File: config.mk
export PLATFORM = sky130hd
export DESIGN_NAME = pdc_core
export DESIGN_NICKNAME = d
export VERILOG_FILES = /design/src/verilog/pdc_pkg.sv /design/src/verilog/pdc_core.sv
export SDC_FILE = /design/constraint.sdc
export NUM_CORES = 2
export LEC_CHECK = 0
export ABC_CLOCK_PERIOD_IN_PS = 12900
export BUFFER_PORTS_ARGS = -buffer_cell sky130_fd_sc_hd__buf_2
export CORE_MARGIN = 2
export CORE_UTILIZATION = 45
export CTS_CLUSTER_DIAMETER = 40
export DETAILED_ROUTE_END_ITERATION = 6
export SETUP_SLACK_MARGIN = 0.3
export SLEW_MARGIN = 20
export SYNTH_ARGS = -nofsm -noshare
export SYNTH_HDL_FRONTEND = slang
export SYNTH_SLANG_ARGS = --single-unit
File: constraint.sdc
create_clock -name clk -period 12.9 [get_ports clk]
set_input_delay 1.29 -clock clk [delete_from_list [all_inputs] [get_ports clk]]
set_output_delay 1.29 -clock clk [all_outputs]
set_load 0.03 [all_outputs]
File: src/verilog/pdc_pkg.sv
// Notes on behaviour
// RQ1: converter samples are signed six-bit two's-complement values throughout.
// RQ2: every subtraction saturates to the range -32 to 31.
// RQ3: capture on rising main-clock edge when edge select is 0, falling when 1.
// RQ4: software picks falling for phase 0-7, rising 8-39, falling 40-63.
// RQ5: test counter enable makes the pseudo-random counter supply samples, from zero.
// RQ6: counter shifts bits 4:0 up; new bit mixes bit 5, bit 4, OR of 4:0 (the code XORs bit 5, bit 4 and the inverted OR of 4:0).
// RQ7: software keeps the constant fill select at zero in normal running.
// RQ8: polarity flip inverts each aligned sample arithmetically before pedestal step.
// RQ9: unmasked channel output is sample minus its pedestal, saturated.
// RQ10: a masked channel leaves the pedestal stage as zero.
// RQ11: the mask also blocks the pedestal stage input to stop needless toggling (the code lets the fill value through when fill is selected).
// RQ12: eight channels per cycle, each with its own pedestal and mask.
// RQ13: quiet means unmasked, at least low-reject threshold, below hit threshold.
// RQ14: low-reject threshold at minimum rejects no channel.
// RQ15: hit threshold at minimum makes quiet count and mean zero.
// RQ16: quiet count and quiet sum come from a two-cycle pipeline.
// RQ17: the divider yields the mean five cycles after the count and sum.
// RQ18: mean is signed six-bit, quiet sum over count rounded to nearest.
// RQ19: corrected samples wait in a seven-entry delay to meet their mean.
// RQ20: final output zero when masked, else sample minus mean, saturated.
// RQ21: quiet count and mean are forwarded to the packet builder.
// RQ22: pedestal stage takes one cycle, common-mode stage seven.
// RQ23: inverting -32 gives 31 instead of overflowing.
// RQ24: half-way quotients round away from zero; zero count gives zero mean.
// RQ25: enabled test counter replaces the converter output for all channels.
package pdc_pkg;
    localparam int CH_NUM = 8;
    localparam int SMP_W = 6;
    localparam int SUM_LAT = 2;
    localparam int DIV_LAT = 5;
    localparam int DLY_DEPTH = SUM_LAT + DIV_LAT;

    typedef logic signed [5:0] pdc_smp_t;
    typedef pdc_smp_t [7:0] pdc_vec_t;

    localparam pdc_smp_t SMP_MAX = 6'sh1F;
    localparam pdc_smp_t SMP_MIN = 6'sh20;

    localparam logic [7:0] A_CTRL = 8'h00;
    localparam logic [7:0] A_MASK = 8'h04;
    localparam logic [7:0] A_THR = 8'h08;
    localparam logic [7:0] A_PED_LO = 8'h0C;
    localparam logic [7:0] A_PED_HI = 8'h10;
    localparam logic [7:0] A_STATUS = 8'h14;

    localparam int CTRL_EDGE = 0;
    localparam int CTRL_TCNT = 1;
    localparam int CTRL_INV = 2;
    localparam int CTRL_FILL = 3;
    localparam int CTRL_FILLV = 8;
    localparam int THR_HIT = 0;
    localparam int THR_LOW = 8;
    localparam int PED_STRIDE = 8;
    localparam int ST_CNT = 0;
    localparam int ST_MEAN = 8;
    localparam int ST_TCNT = 16;

    localparam logic [7:0] MASK_RST = 8'h00;
    localparam pdc_smp_t HIT_RST = 6'sh00;
    localparam pdc_smp_t LOW_RST = 6'sh20;
    localparam logic [5:0] TCNT_RST = 6'h00;

    typedef struct packed {
        logic edge_fall;
        logic tcnt_en;
        logic invert;
        logic test_fill_select;
        pdc_smp_t fill_value;
    } pdc_cfg_t;

    localparam pdc_cfg_t CFG_RST = '{1'b0, 1'b0, 1'b0, 1'b0, 6'sh00};

    typedef struct packed {
        logic [3:0] quiet_count;
        pdc_smp_t mean;
    } pdc_mon_t;
endpackage

File: src/verilog/pdc_core.sv
// The placing of the registers and the strobed register port were left to the implementer.
`timescale 1ns/10ps
module pdc_core (
    input wire logic clk,
    input wire logic srst,
    input wire logic [47:0] adc_raw,
    input wire logic [7:0] reg_addr,
    input wire logic [31:0] reg_wdata,
    input wire logic reg_wr,
    input wire logic reg_rd,
    output logic [31:0] reg_rdata,
    output pdc_pkg::pdc_vec_t adc_mcm,
    output pdc_pkg::pdc_mon_t mon
);
    // clamps an eight-bit signed difference into the six-bit sample range
    function automatic pdc_pkg::pdc_smp_t sat6(input logic signed [7:0] v);
        if (v > 8'sh1F) begin
            sat6 = pdc_pkg::SMP_MAX;
        end else if (v < 8'shE0) begin
            sat6 = pdc_pkg::SMP_MIN;
        end else begin
            sat6 = v[5:0];
        end
    endfunction

    function automatic pdc_pkg::pdc_smp_t sat_sub(
        input pdc_pkg::pdc_smp_t a,
        input pdc_pkg::pdc_smp_t b
    );
        logic signed [7:0] d;
        d = {{2{a[5]}}, a} - {{2{b[5]}}, b}; // RQ1
        sat_sub = sat6(d); // RQ2
    endfunction

    // register file
    // map: 0x00 control, 0x04 mask, 0x08 thresholds, 0x0C and 0x10 hold
    // pedestals four to a word, 0x14 is read-only status; unmapped
    // writes are dropped and unmapped reads return zero
    pdc_pkg::pdc_cfg_t cfg_ff, nxt_cfg;
    logic [7:0] mask_ff, nxt_mask;
    pdc_pkg::pdc_smp_t hit_ff, nxt_hit;
    pdc_pkg::pdc_smp_t low_ff, nxt_low;
    pdc_pkg::pdc_vec_t ped_lvl_ff, nxt_ped_lvl;
    logic [31:0] rdata_ff, nxt_rdata;
    logic [5:0] tcnt_ff, nxt_tcnt;
    pdc_pkg::pdc_mon_t mon_ff, nxt_mon;

    always_comb begin
        nxt_cfg = cfg_ff;
        nxt_mask = mask_ff;
        nxt_hit = hit_ff;
        nxt_low = low_ff;
        nxt_ped_lvl = ped_lvl_ff;
        nxt_rdata = 32'h0000_0000;
        if (reg_wr) begin
            case (reg_addr)
                pdc_pkg::A_CTRL: begin
                    nxt_cfg.edge_fall = reg_wdata[pdc_pkg::CTRL_EDGE];
                    nxt_cfg.tcnt_en = reg_wdata[pdc_pkg::CTRL_TCNT];
                    nxt_cfg.invert = reg_wdata[pdc_pkg::CTRL_INV];
                    nxt_cfg.test_fill_select = reg_wdata[pdc_pkg::CTRL_FILL];
                    nxt_cfg.fill_value =
                        reg_wdata[pdc_pkg::CTRL_FILLV +: pdc_pkg::SMP_W];
                end
                pdc_pkg::A_MASK: begin
                    nxt_mask = reg_wdata[7:0];
                end
                pdc_pkg::A_THR: begin
                    nxt_hit = reg_wdata[pdc_pkg::THR_HIT +: pdc_pkg::SMP_W];
                    nxt_low = reg_wdata[pdc_pkg::THR_LOW +: pdc_pkg::SMP_W];
                end
                pdc_pkg::A_PED_LO: begin
                    for (int i = 0; i < 4; i++) begin
                        nxt_ped_lvl[i] =
                            reg_wdata[i*pdc_pkg::PED_STRIDE +: pdc_pkg::SMP_W];
                    end
                end
                pdc_pkg::A_PED_HI: begin
                    for (int i = 0; i < 4; i++) begin
                        nxt_ped_lvl[i+4] =
                            reg_wdata[i*pdc_pkg::PED_STRIDE +: pdc_pkg::SMP_W];
                    end
                end
                default: begin
                end
            endcase
        end
        if (reg_rd) begin
            case (reg_addr)
                pdc_pkg::A_CTRL: begin
                    nxt_rdata[pdc_pkg::CTRL_EDGE] = cfg_ff.edge_fall;
                    nxt_rdata[pdc_pkg::CTRL_TCNT] = cfg_ff.tcnt_en;
                    nxt_rdata[pdc_pkg::CTRL_INV] = cfg_ff.invert;
                    nxt_rdata[pdc_pkg::CTRL_FILL] = cfg_ff.test_fill_select;
                    nxt_rdata[pdc_pkg::CTRL_FILLV +: pdc_pkg::SMP_W] =
                        cfg_ff.fill_value;
                end
                pdc_pkg::A_MASK: begin
                    nxt_rdata[7:0] = mask_ff;
                end
                pdc_pkg::A_THR: begin
                    nxt_rdata[pdc_pkg::THR_HIT +: pdc_pkg::SMP_W] = hit_ff;
                    nxt_rdata[pdc_pkg::THR_LOW +: pdc_pkg::SMP_W] = low_ff;
                end
                pdc_pkg::A_PED_LO: begin
                    for (int i = 0; i < 4; i++) begin
                        nxt_rdata[i*pdc_pkg::PED_STRIDE +: pdc_pkg::SMP_W] =
                            ped_lvl_ff[i];
                    end
                end
                pdc_pkg::A_PED_HI: begin
                    for (int i = 0; i < 4; i++) begin
                        nxt_rdata[i*pdc_pkg::PED_STRIDE +: pdc_pkg::SMP_W] =
                            ped_lvl_ff[i+4];
                    end
                end
                pdc_pkg::A_STATUS: begin
                    nxt_rdata[pdc_pkg::ST_CNT +: 4] = mon_ff.quiet_count;
                    nxt_rdata[pdc_pkg::ST_MEAN +: pdc_pkg::SMP_W] = mon_ff.mean;
                    nxt_rdata[pdc_pkg::ST_TCNT +: pdc_pkg::SMP_W] = tcnt_ff;
                end
                default: begin
                end
            endcase
        end
    end

    always_ff @(posedge clk) begin
        if (srst) begin
            cfg_ff <= pdc_pkg::CFG_RST;
            mask_ff <= pdc_pkg::MASK_RST;
            hit_ff <= pdc_pkg::HIT_RST;
            low_ff <= pdc_pkg::LOW_RST;
            ped_lvl_ff <= '0;
            rdata_ff <= 32'h0000_0000;
        end else begin
            cfg_ff <= nxt_cfg;
            mask_ff <= nxt_mask;
            hit_ff <= nxt_hit;
            low_ff <= nxt_low;
            ped_lvl_ff <= nxt_ped_lvl;
            rdata_ff <= nxt_rdata;
        end
    end

    // test counter and capture
    // held at zero while disabled so each enable restarts the sequence
    // the counter enters ahead of both capture flops, so a clean sequence
    // at the output also proves the chosen capture edge
    // capture flops carry no reset; the pipeline reset covers what follows
    logic [47:0] cap_src;
    logic [47:0] cap_rise_ff, cap_fall_ff, sy_rise_ff, sy_fall_ff;
    pdc_pkg::pdc_vec_t adc_sync;

    always_comb begin
        nxt_tcnt = pdc_pkg::TCNT_RST; // RQ5
        if (cfg_ff.tcnt_en) begin
            // inverted OR term lets the all-zero start state move on
            nxt_tcnt = {tcnt_ff[4:0],
                tcnt_ff[5] ^ tcnt_ff[4] ^ ~(|tcnt_ff[4:0])}; // RQ6
        end
        cap_src = cfg_ff.tcnt_en ? {pdc_pkg::CH_NUM{tcnt_ff}} : adc_raw; // RQ25
        adc_sync = cfg_ff.edge_fall ? sy_fall_ff : sy_rise_ff; // RQ3
    end

    always_ff @(posedge clk) begin
        if (srst) begin
            tcnt_ff <= pdc_pkg::TCNT_RST;
        end else begin
            tcnt_ff <= nxt_tcnt;
        end
        cap_rise_ff <= cap_src;
        sy_rise_ff <= cap_rise_ff;
        sy_fall_ff <= cap_fall_ff;
    end

    // falling-edge capture gives half a period of margin against the skew
    always_ff @(negedge clk) begin
        cap_fall_ff <= cap_src; // RQ3
    end

    // pedestal stage
    // settings are not staged per sample: a write lands on whatever is in
    // flight, so allow a full flush before trusting the output
    pdc_pkg::pdc_vec_t ped_ff, nxt_ped;
    logic [7:0] ped_msk_ff;
    pdc_pkg::pdc_smp_t ped_in, ped_inv;

    always_comb begin
        nxt_ped = '0;
        ped_in = '0;
        ped_inv = '0;
        for (int i = 0; i < pdc_pkg::CH_NUM; i++) begin // RQ12
            // masked inputs held at zero, or at the fill value when fill is selected, so the arithmetic stays quiet
            ped_in = mask_ff[i] ? 6'sh00 : adc_sync[i]; // RQ11
            if (cfg_ff.test_fill_select) begin
                ped_in = cfg_ff.fill_value;
            end
            ped_inv = cfg_ff.invert ? sat_sub(6'sh00, ped_in) : ped_in; // RQ8 RQ23
            nxt_ped[i] = mask_ff[i] ? 6'sh00 :
                sat_sub(ped_inv, ped_lvl_ff[i]); // RQ9 RQ10
        end
    end

    // quiet count and sum
    // channel pairs register first, the four pair sums register second
    logic [1:0] cs_cnt1_ff [0:3];
    logic [1:0] nxt_cs_cnt1 [0:3];
    logic signed [6:0] cs_sum1_ff [0:3];
    logic signed [6:0] nxt_cs_sum1 [0:3];
    logic [3:0] cs_cnt2_ff, nxt_cs_cnt2;
    logic signed [9:0] cs_sum2_ff, nxt_cs_sum2;
    logic [7:0] quiet_channel_flag;

    always_comb begin
        for (int i = 0; i < pdc_pkg::CH_NUM; i++) begin
            // low threshold inclusive, hit threshold exclusive
            quiet_channel_flag[i] = !ped_msk_ff[i] && (ped_ff[i] >= low_ff)
                && (ped_ff[i] < hit_ff); // RQ13 RQ14 RQ15
        end
        nxt_cs_cnt2 = 4'h0;
        nxt_cs_sum2 = 10'sh000;
        for (int p = 0; p < 4; p++) begin // RQ16
            nxt_cs_cnt1[p] = 2'({1'b0, quiet_channel_flag[2*p]})
                + 2'({1'b0, quiet_channel_flag[2*p+1]});
            nxt_cs_sum1[p] =
                (quiet_channel_flag[2*p] ? 7'(ped_ff[2*p]) : 7'sh00)
                + (quiet_channel_flag[2*p+1] ? 7'(ped_ff[2*p+1]) : 7'sh00);
            nxt_cs_cnt2 = nxt_cs_cnt2 + 4'(cs_cnt1_ff[p]);
            nxt_cs_sum2 = nxt_cs_sum2 + 10'(cs_sum1_ff[p]);
        end
    end

    // divider
    // stage 0 forms 2|s|+c over 2c so floor gives round half away from zero
    // stages 1 to 3 settle two quotient bits each and the monitor register
    // applies sign and clamp, five cycles in all
    // every channel lies in -32..31, so the quotient never passes 32
    logic [9:0] dv_rem_ff [0:3];
    logic [9:0] nxt_dv_rem [0:3];
    logic [5:0] dv_quo_ff [0:3];
    logic [5:0] nxt_dv_quo [0:3];
    logic [4:0] dv_den_ff [0:3];
    logic [4:0] nxt_dv_den [0:3];
    logic [3:0] dv_cnt_ff [0:3];
    logic [3:0] nxt_dv_cnt [0:3];
    logic [3:0] dv_neg_ff, nxt_dv_neg;
    logic [8:0] sum_abs;
    logic [9:0] dv_shift;
    logic signed [7:0] dv_signed;

    always_comb begin
        sum_abs = cs_sum2_ff[9] ? 9'(-cs_sum2_ff) : cs_sum2_ff[8:0];
        nxt_dv_rem[0] = {sum_abs, 1'b0} + 10'(cs_cnt2_ff); // RQ18 RQ24
        nxt_dv_den[0] = {cs_cnt2_ff, 1'b0};
        nxt_dv_quo[0] = 6'h00;
        nxt_dv_cnt[0] = cs_cnt2_ff;
        nxt_dv_neg[0] = cs_sum2_ff[9];
        dv_shift = 10'h000;
        for (int k = 1; k < 4; k++) begin // RQ17
            nxt_dv_rem[k] = dv_rem_ff[k-1];
            nxt_dv_quo[k] = dv_quo_ff[k-1];
            nxt_dv_den[k] = dv_den_ff[k-1];
            nxt_dv_cnt[k] = dv_cnt_ff[k-1];
            nxt_dv_neg[k] = dv_neg_ff[k-1];
            for (int b = 7 - 2*k; b >= 6 - 2*k; b--) begin
                dv_shift = 10'(dv_den_ff[k-1]) << b;
                if (nxt_dv_rem[k] >= dv_shift) begin
                    nxt_dv_rem[k] = nxt_dv_rem[k] - dv_shift;
                    nxt_dv_quo[k][b] = 1'b1;
                end
            end
        end
        dv_signed = dv_neg_ff[3] ? -8'({2'b00, dv_quo_ff[3]}) :
            8'({2'b00, dv_quo_ff[3]});
        nxt_mon.mean = (dv_cnt_ff[3] == 4'h0) ? 6'sh00 : sat6(dv_signed); // RQ24
        nxt_mon.quiet_count = dv_cnt_ff[3]; // RQ21
    end

    // delay line and final subtraction
    // the mask rides beside the data so a mask change never splits a sample
    // loaded beside ped_ff so entry 6 meets the mean as it leaves the divider
    pdc_pkg::pdc_vec_t dly_ff [0:pdc_pkg::DLY_DEPTH-1];
    logic [7:0] dly_msk_ff [0:pdc_pkg::DLY_DEPTH-1];
    pdc_pkg::pdc_vec_t mcm_ff, nxt_mcm;

    always_comb begin
        for (int i = 0; i < pdc_pkg::CH_NUM; i++) begin
            nxt_mcm[i] = dly_msk_ff[pdc_pkg::DLY_DEPTH-1][i] ? 6'sh00 :
                sat_sub(dly_ff[pdc_pkg::DLY_DEPTH-1][i], nxt_mon.mean); // RQ20
        end
    end

    always_ff @(posedge clk) begin
        if (srst) begin
            ped_ff <= '0;
            ped_msk_ff <= 8'h00;
            cs_cnt2_ff <= 4'h0;
            cs_sum2_ff <= 10'sh000;
            dv_neg_ff <= 4'h0;
            mon_ff <= '0;
            mcm_ff <= '0;
            for (int p = 0; p < 4; p++) begin
                cs_cnt1_ff[p] <= 2'h0;
                cs_sum1_ff[p] <= 7'sh00;
                dv_rem_ff[p] <= 10'h000;
                dv_quo_ff[p] <= 6'h00;
                dv_den_ff[p] <= 5'h00;
                dv_cnt_ff[p] <= 4'h0;
            end
            for (int d = 0; d < pdc_pkg::DLY_DEPTH; d++) begin
                dly_ff[d] <= '0;
                dly_msk_ff[d] <= 8'h00;
            end
        end else begin
            ped_ff <= nxt_ped; // RQ22
            ped_msk_ff <= mask_ff;
            cs_cnt2_ff <= nxt_cs_cnt2;
            cs_sum2_ff <= nxt_cs_sum2;
            dv_neg_ff <= nxt_dv_neg;
            mon_ff <= nxt_mon;
            mcm_ff <= nxt_mcm; // RQ22
            for (int p = 0; p < 4; p++) begin
                cs_cnt1_ff[p] <= nxt_cs_cnt1[p];
                cs_sum1_ff[p] <= nxt_cs_sum1[p];
                dv_rem_ff[p] <= nxt_dv_rem[p];
                dv_quo_ff[p] <= nxt_dv_quo[p];
                dv_den_ff[p] <= nxt_dv_den[p];
                dv_cnt_ff[p] <= nxt_dv_cnt[p];
            end
            dly_ff[0] <= nxt_ped; // RQ19
            dly_msk_ff[0] <= mask_ff;
            for (int d = 1; d < pdc_pkg::DLY_DEPTH; d++) begin
                dly_ff[d] <= dly_ff[d-1];
                dly_msk_ff[d] <= dly_msk_ff[d-1];
            end
        end
    end

    assign reg_rdata = rdata_ff;
    assign adc_mcm = mcm_ff;
    assign mon = mon_ff;
endmodule

==> results.toml <==
[clock_tree]
clock_path_buffers = 3
path_clk_slew_ns = 0.06
cts_resized = 0
cts_root_buf = "clkbuf_16"
numCtsBuffers = 113
cts.sinks = 861
cts_tree = "done"
clkLatencyLatePin_ns = 0.69
post_cts_buffers = 0
hold_buffers = 0
htreeDepth = 3

[critical_path]
endpoint_kind = "flop"
r2r_start = "cfg_ff[8]"
worstSetupPathType = "flop to flop"
worstPathArrival_ns = 2.19
required_ns = 6.99
cp_max_fo = 57
crit_path_start = "cfg_ff[8]"
startpoint_type = "flop"

[logic_synthesis]
ys_ff_latch = 861
synth-edff-count = 0
yosysSeqAreaShare = 0.478
synth_ff_type = "dfxtp_1"
ys_types = 81
yosysWarningCount = 0
synthesis.area_sq_mm = 0.0360
syn_area_per_cell_sq_um = 9.73
synth_cells = 3704
synthArstFlopShare = 0

[timing]
setup_ws_ns = 4.79
worst_pin_slew_ns = 1.15
fin_setup_tns_ns = 0
fin_skew_ns = 0.0448
setup_viol = 0
finalMaxSlewViolations = 0
slew_headroom = 0.231
hold_slack_ns = 0.320
rsz0062_at_grt = "false"
hold_viol_final = 0

[die]
pin_count = 182
rows = 103
die_area_sq_mm = 0.0824
core_area_sq_mm = 0.0791
die_height_um = 287
fp.dieW_um = 287
initial_utilization = 0.455

[final_layout]
layout-drive-gt1-share = 0.113
fillers = 7292
syn_to_final_growth_pct = 16.8
seq_area_sq_mm = 0.0172
diodes = 0
multi_input_area_sq_mm = 0.0175
utilization = 0.532
finalNetCount = 4324

[placement]
dp_slack_ns = 4.69
gp_congestion = 0.896
numPortBuffers = 169
hpwl_um = 60500

[route]
ant_nets = 0
drt-initial-drc-count = 1577
avgRoutedWirePerCell_um = 16.5
drc = 0
vias = 25784
dr.pass1.iters = 6
vias_per_cell = 5.10
routed_wl_um = 83400

[worst_hold_path]
hold_path_class = "flop to flop"
hp-start = "cap_rise_ff[4]"

[global_route]
antenna_found_initial = 0
track_usage = 0.201
grt-ovfl-total = 0
grt_pass1_wl_um = 132000
first_global_vias = 24166
grt_max_degree = 195

[job]
timing.max_cap.violations = 0

[pwr]
power_density_mw_per_mm2 = 172
p_leak_uw = 0.0174
vdd_ir_drop_max_v = 0.000111

[run_status]
status = "complete, no violations"
metal layers:
layer  up-vias  routed length [um]  share of wire  GRT usage
met1     11788               38000           0.46      0.261
met2       599               38200           0.46      0.333
met5         -                   0              0          0
met3       159                4130          0.049     0.0323
met4         0                3050          0.037     0.0835
li1      13238                   -              -          -
where the power goes:
group | leakage (uW) | switching (uW) | internal (uW)
logic | 0.00814 | 595 | 434
clock network | 0.00221 | 1330 | 1960
registers | 0.00706 | 83.6 | 2820
total | 0.0174 | 2010 | 5210
cell usage after synthesis (all sizes together) (13+ instances only):
cell,count,share of area
a22oi,34,0.0071
and3,15,0.0027
buf,25,0.0037
or3,23,0.0040
nand2b,44,0.0076
o21ai,180,0.025
a21boi,18,0.0037
o21a,60,0.012
mux2,22,0.0069
ha,267,0.093
o211ai,42,0.0087
inv,213,0.022
clkbuf,115,0.012
nor4,14,0.0024
o311ai,13,0.0032
or2,30,0.0052
fa,45,0.025
nor3b,45,0.0094
mux2i,45,0.012
nor2b,447,0.078
a21o,37,0.0077
a2111oi,13,0.0033
xor2,33,0.0080
nand3,46,0.0064
nor3,80,0.011
nor2,218,0.023
nand2,213,0.022
a21oi,230,0.032
dfxtp,861,0.48
a211oi,24,0.0050
and2,20,0.0035
xnor2,41,0.010
critical path, cell delays in order, from the launching register on:
cell and delay, ns:
dfxtp_1 0.31, buf_4 0.44, nand2_1 0.43, o21ai_0 0.27
cells in the final DEF, fill, tap and decap left out, drive strengths merged, types with 11 or more instances in the layout:
cell type	count
a2111oi	13
a211oi	24
a21boi	18
a21o	37
a21oi	230
a221oi	12
a222oi	12
a22oi	34
a31oi	11
and2	20
and3	15
buf	189
bufinv	11
clkbuf	130
clkinv	25
dfxtp	861
fa	45
ha	267
inv	294
mux2	22
mux2i	45
nand2	213
nand2b	44
nand3	46
nand4	11
nor2	218
nor2b	447
nor3	80
nor3b	45
nor4	14
nor4b	12
o211ai	42
o21a	60
o21ai	180
o311ai	13
o31ai	11
or2	30
or3	23
xnor2	41
xor2	33
state kept, by name, summed over array words and instances, names as in the netlist, 31 cells and up:
register,cells
dly_ff,296
adc_mcm,48
cap_fall_ff,48
cap_rise_ff,48
dly_msk_ff,48
ped_lvl_ff,48
sy_fall_ff,48
sy_rise_ff,48
ped_ff,40
dv_rem_ff,31
stage by stage:
stage                     total power [uW]  area (sq um)  cells
final                                 7220         42100   5060
after global routing                  7580         42100   5060
after CTS                             7300         42100   5060
after detailed placement              4000         37900   4808
after global placement                3990         37900   4808
after floorplan                       3740         36100   3709
area by class of cell:
cell class / count / share of cell area
Multi-Input combinational cell: 2494 / 0.416
Inverter: 213 / 0.0190
Clock inverter: 123 / 0.0292
Clock buffer: 130 / 0.0709
Sequential cell: 861 / 0.410
Tap cell: 1050 / 0.0312
Timing Repair Buffer: 189 / 0.0245
final timing paths:
kind	endpoint	slack, ns	depth (start not counted)
worst max register to register	cap_fall_ff[43]	4.79	3
worst max-delay path	cap_fall_ff[43]	4.79	3
worst min-delay path	sy_rise_ff[4]	0.32	0
worst min register to register	sy_rise_ff[4]	0.32	0
cell families (layout without fill, tap and decap cells):
group / Yosys count / after routing / synth area share
multiplexers: 71 / 71 / 0.0219
AND/OR/NAND/NOR: 1251 / 1251 / 0.187
buffers and inverters: 354 / 655 / 0.0380
XOR/XNOR: 74 / 74 / 0.0180
adder cells (fa/ha/maj): 312 / 312 / 0.118
AO/OA/AOI/OAI: 780 / 780 / 0.139
flip-flops: 861 / 861 / 0.478
other: 1 / 6 / 0.000104
Power figures use the tool's default switching activity.
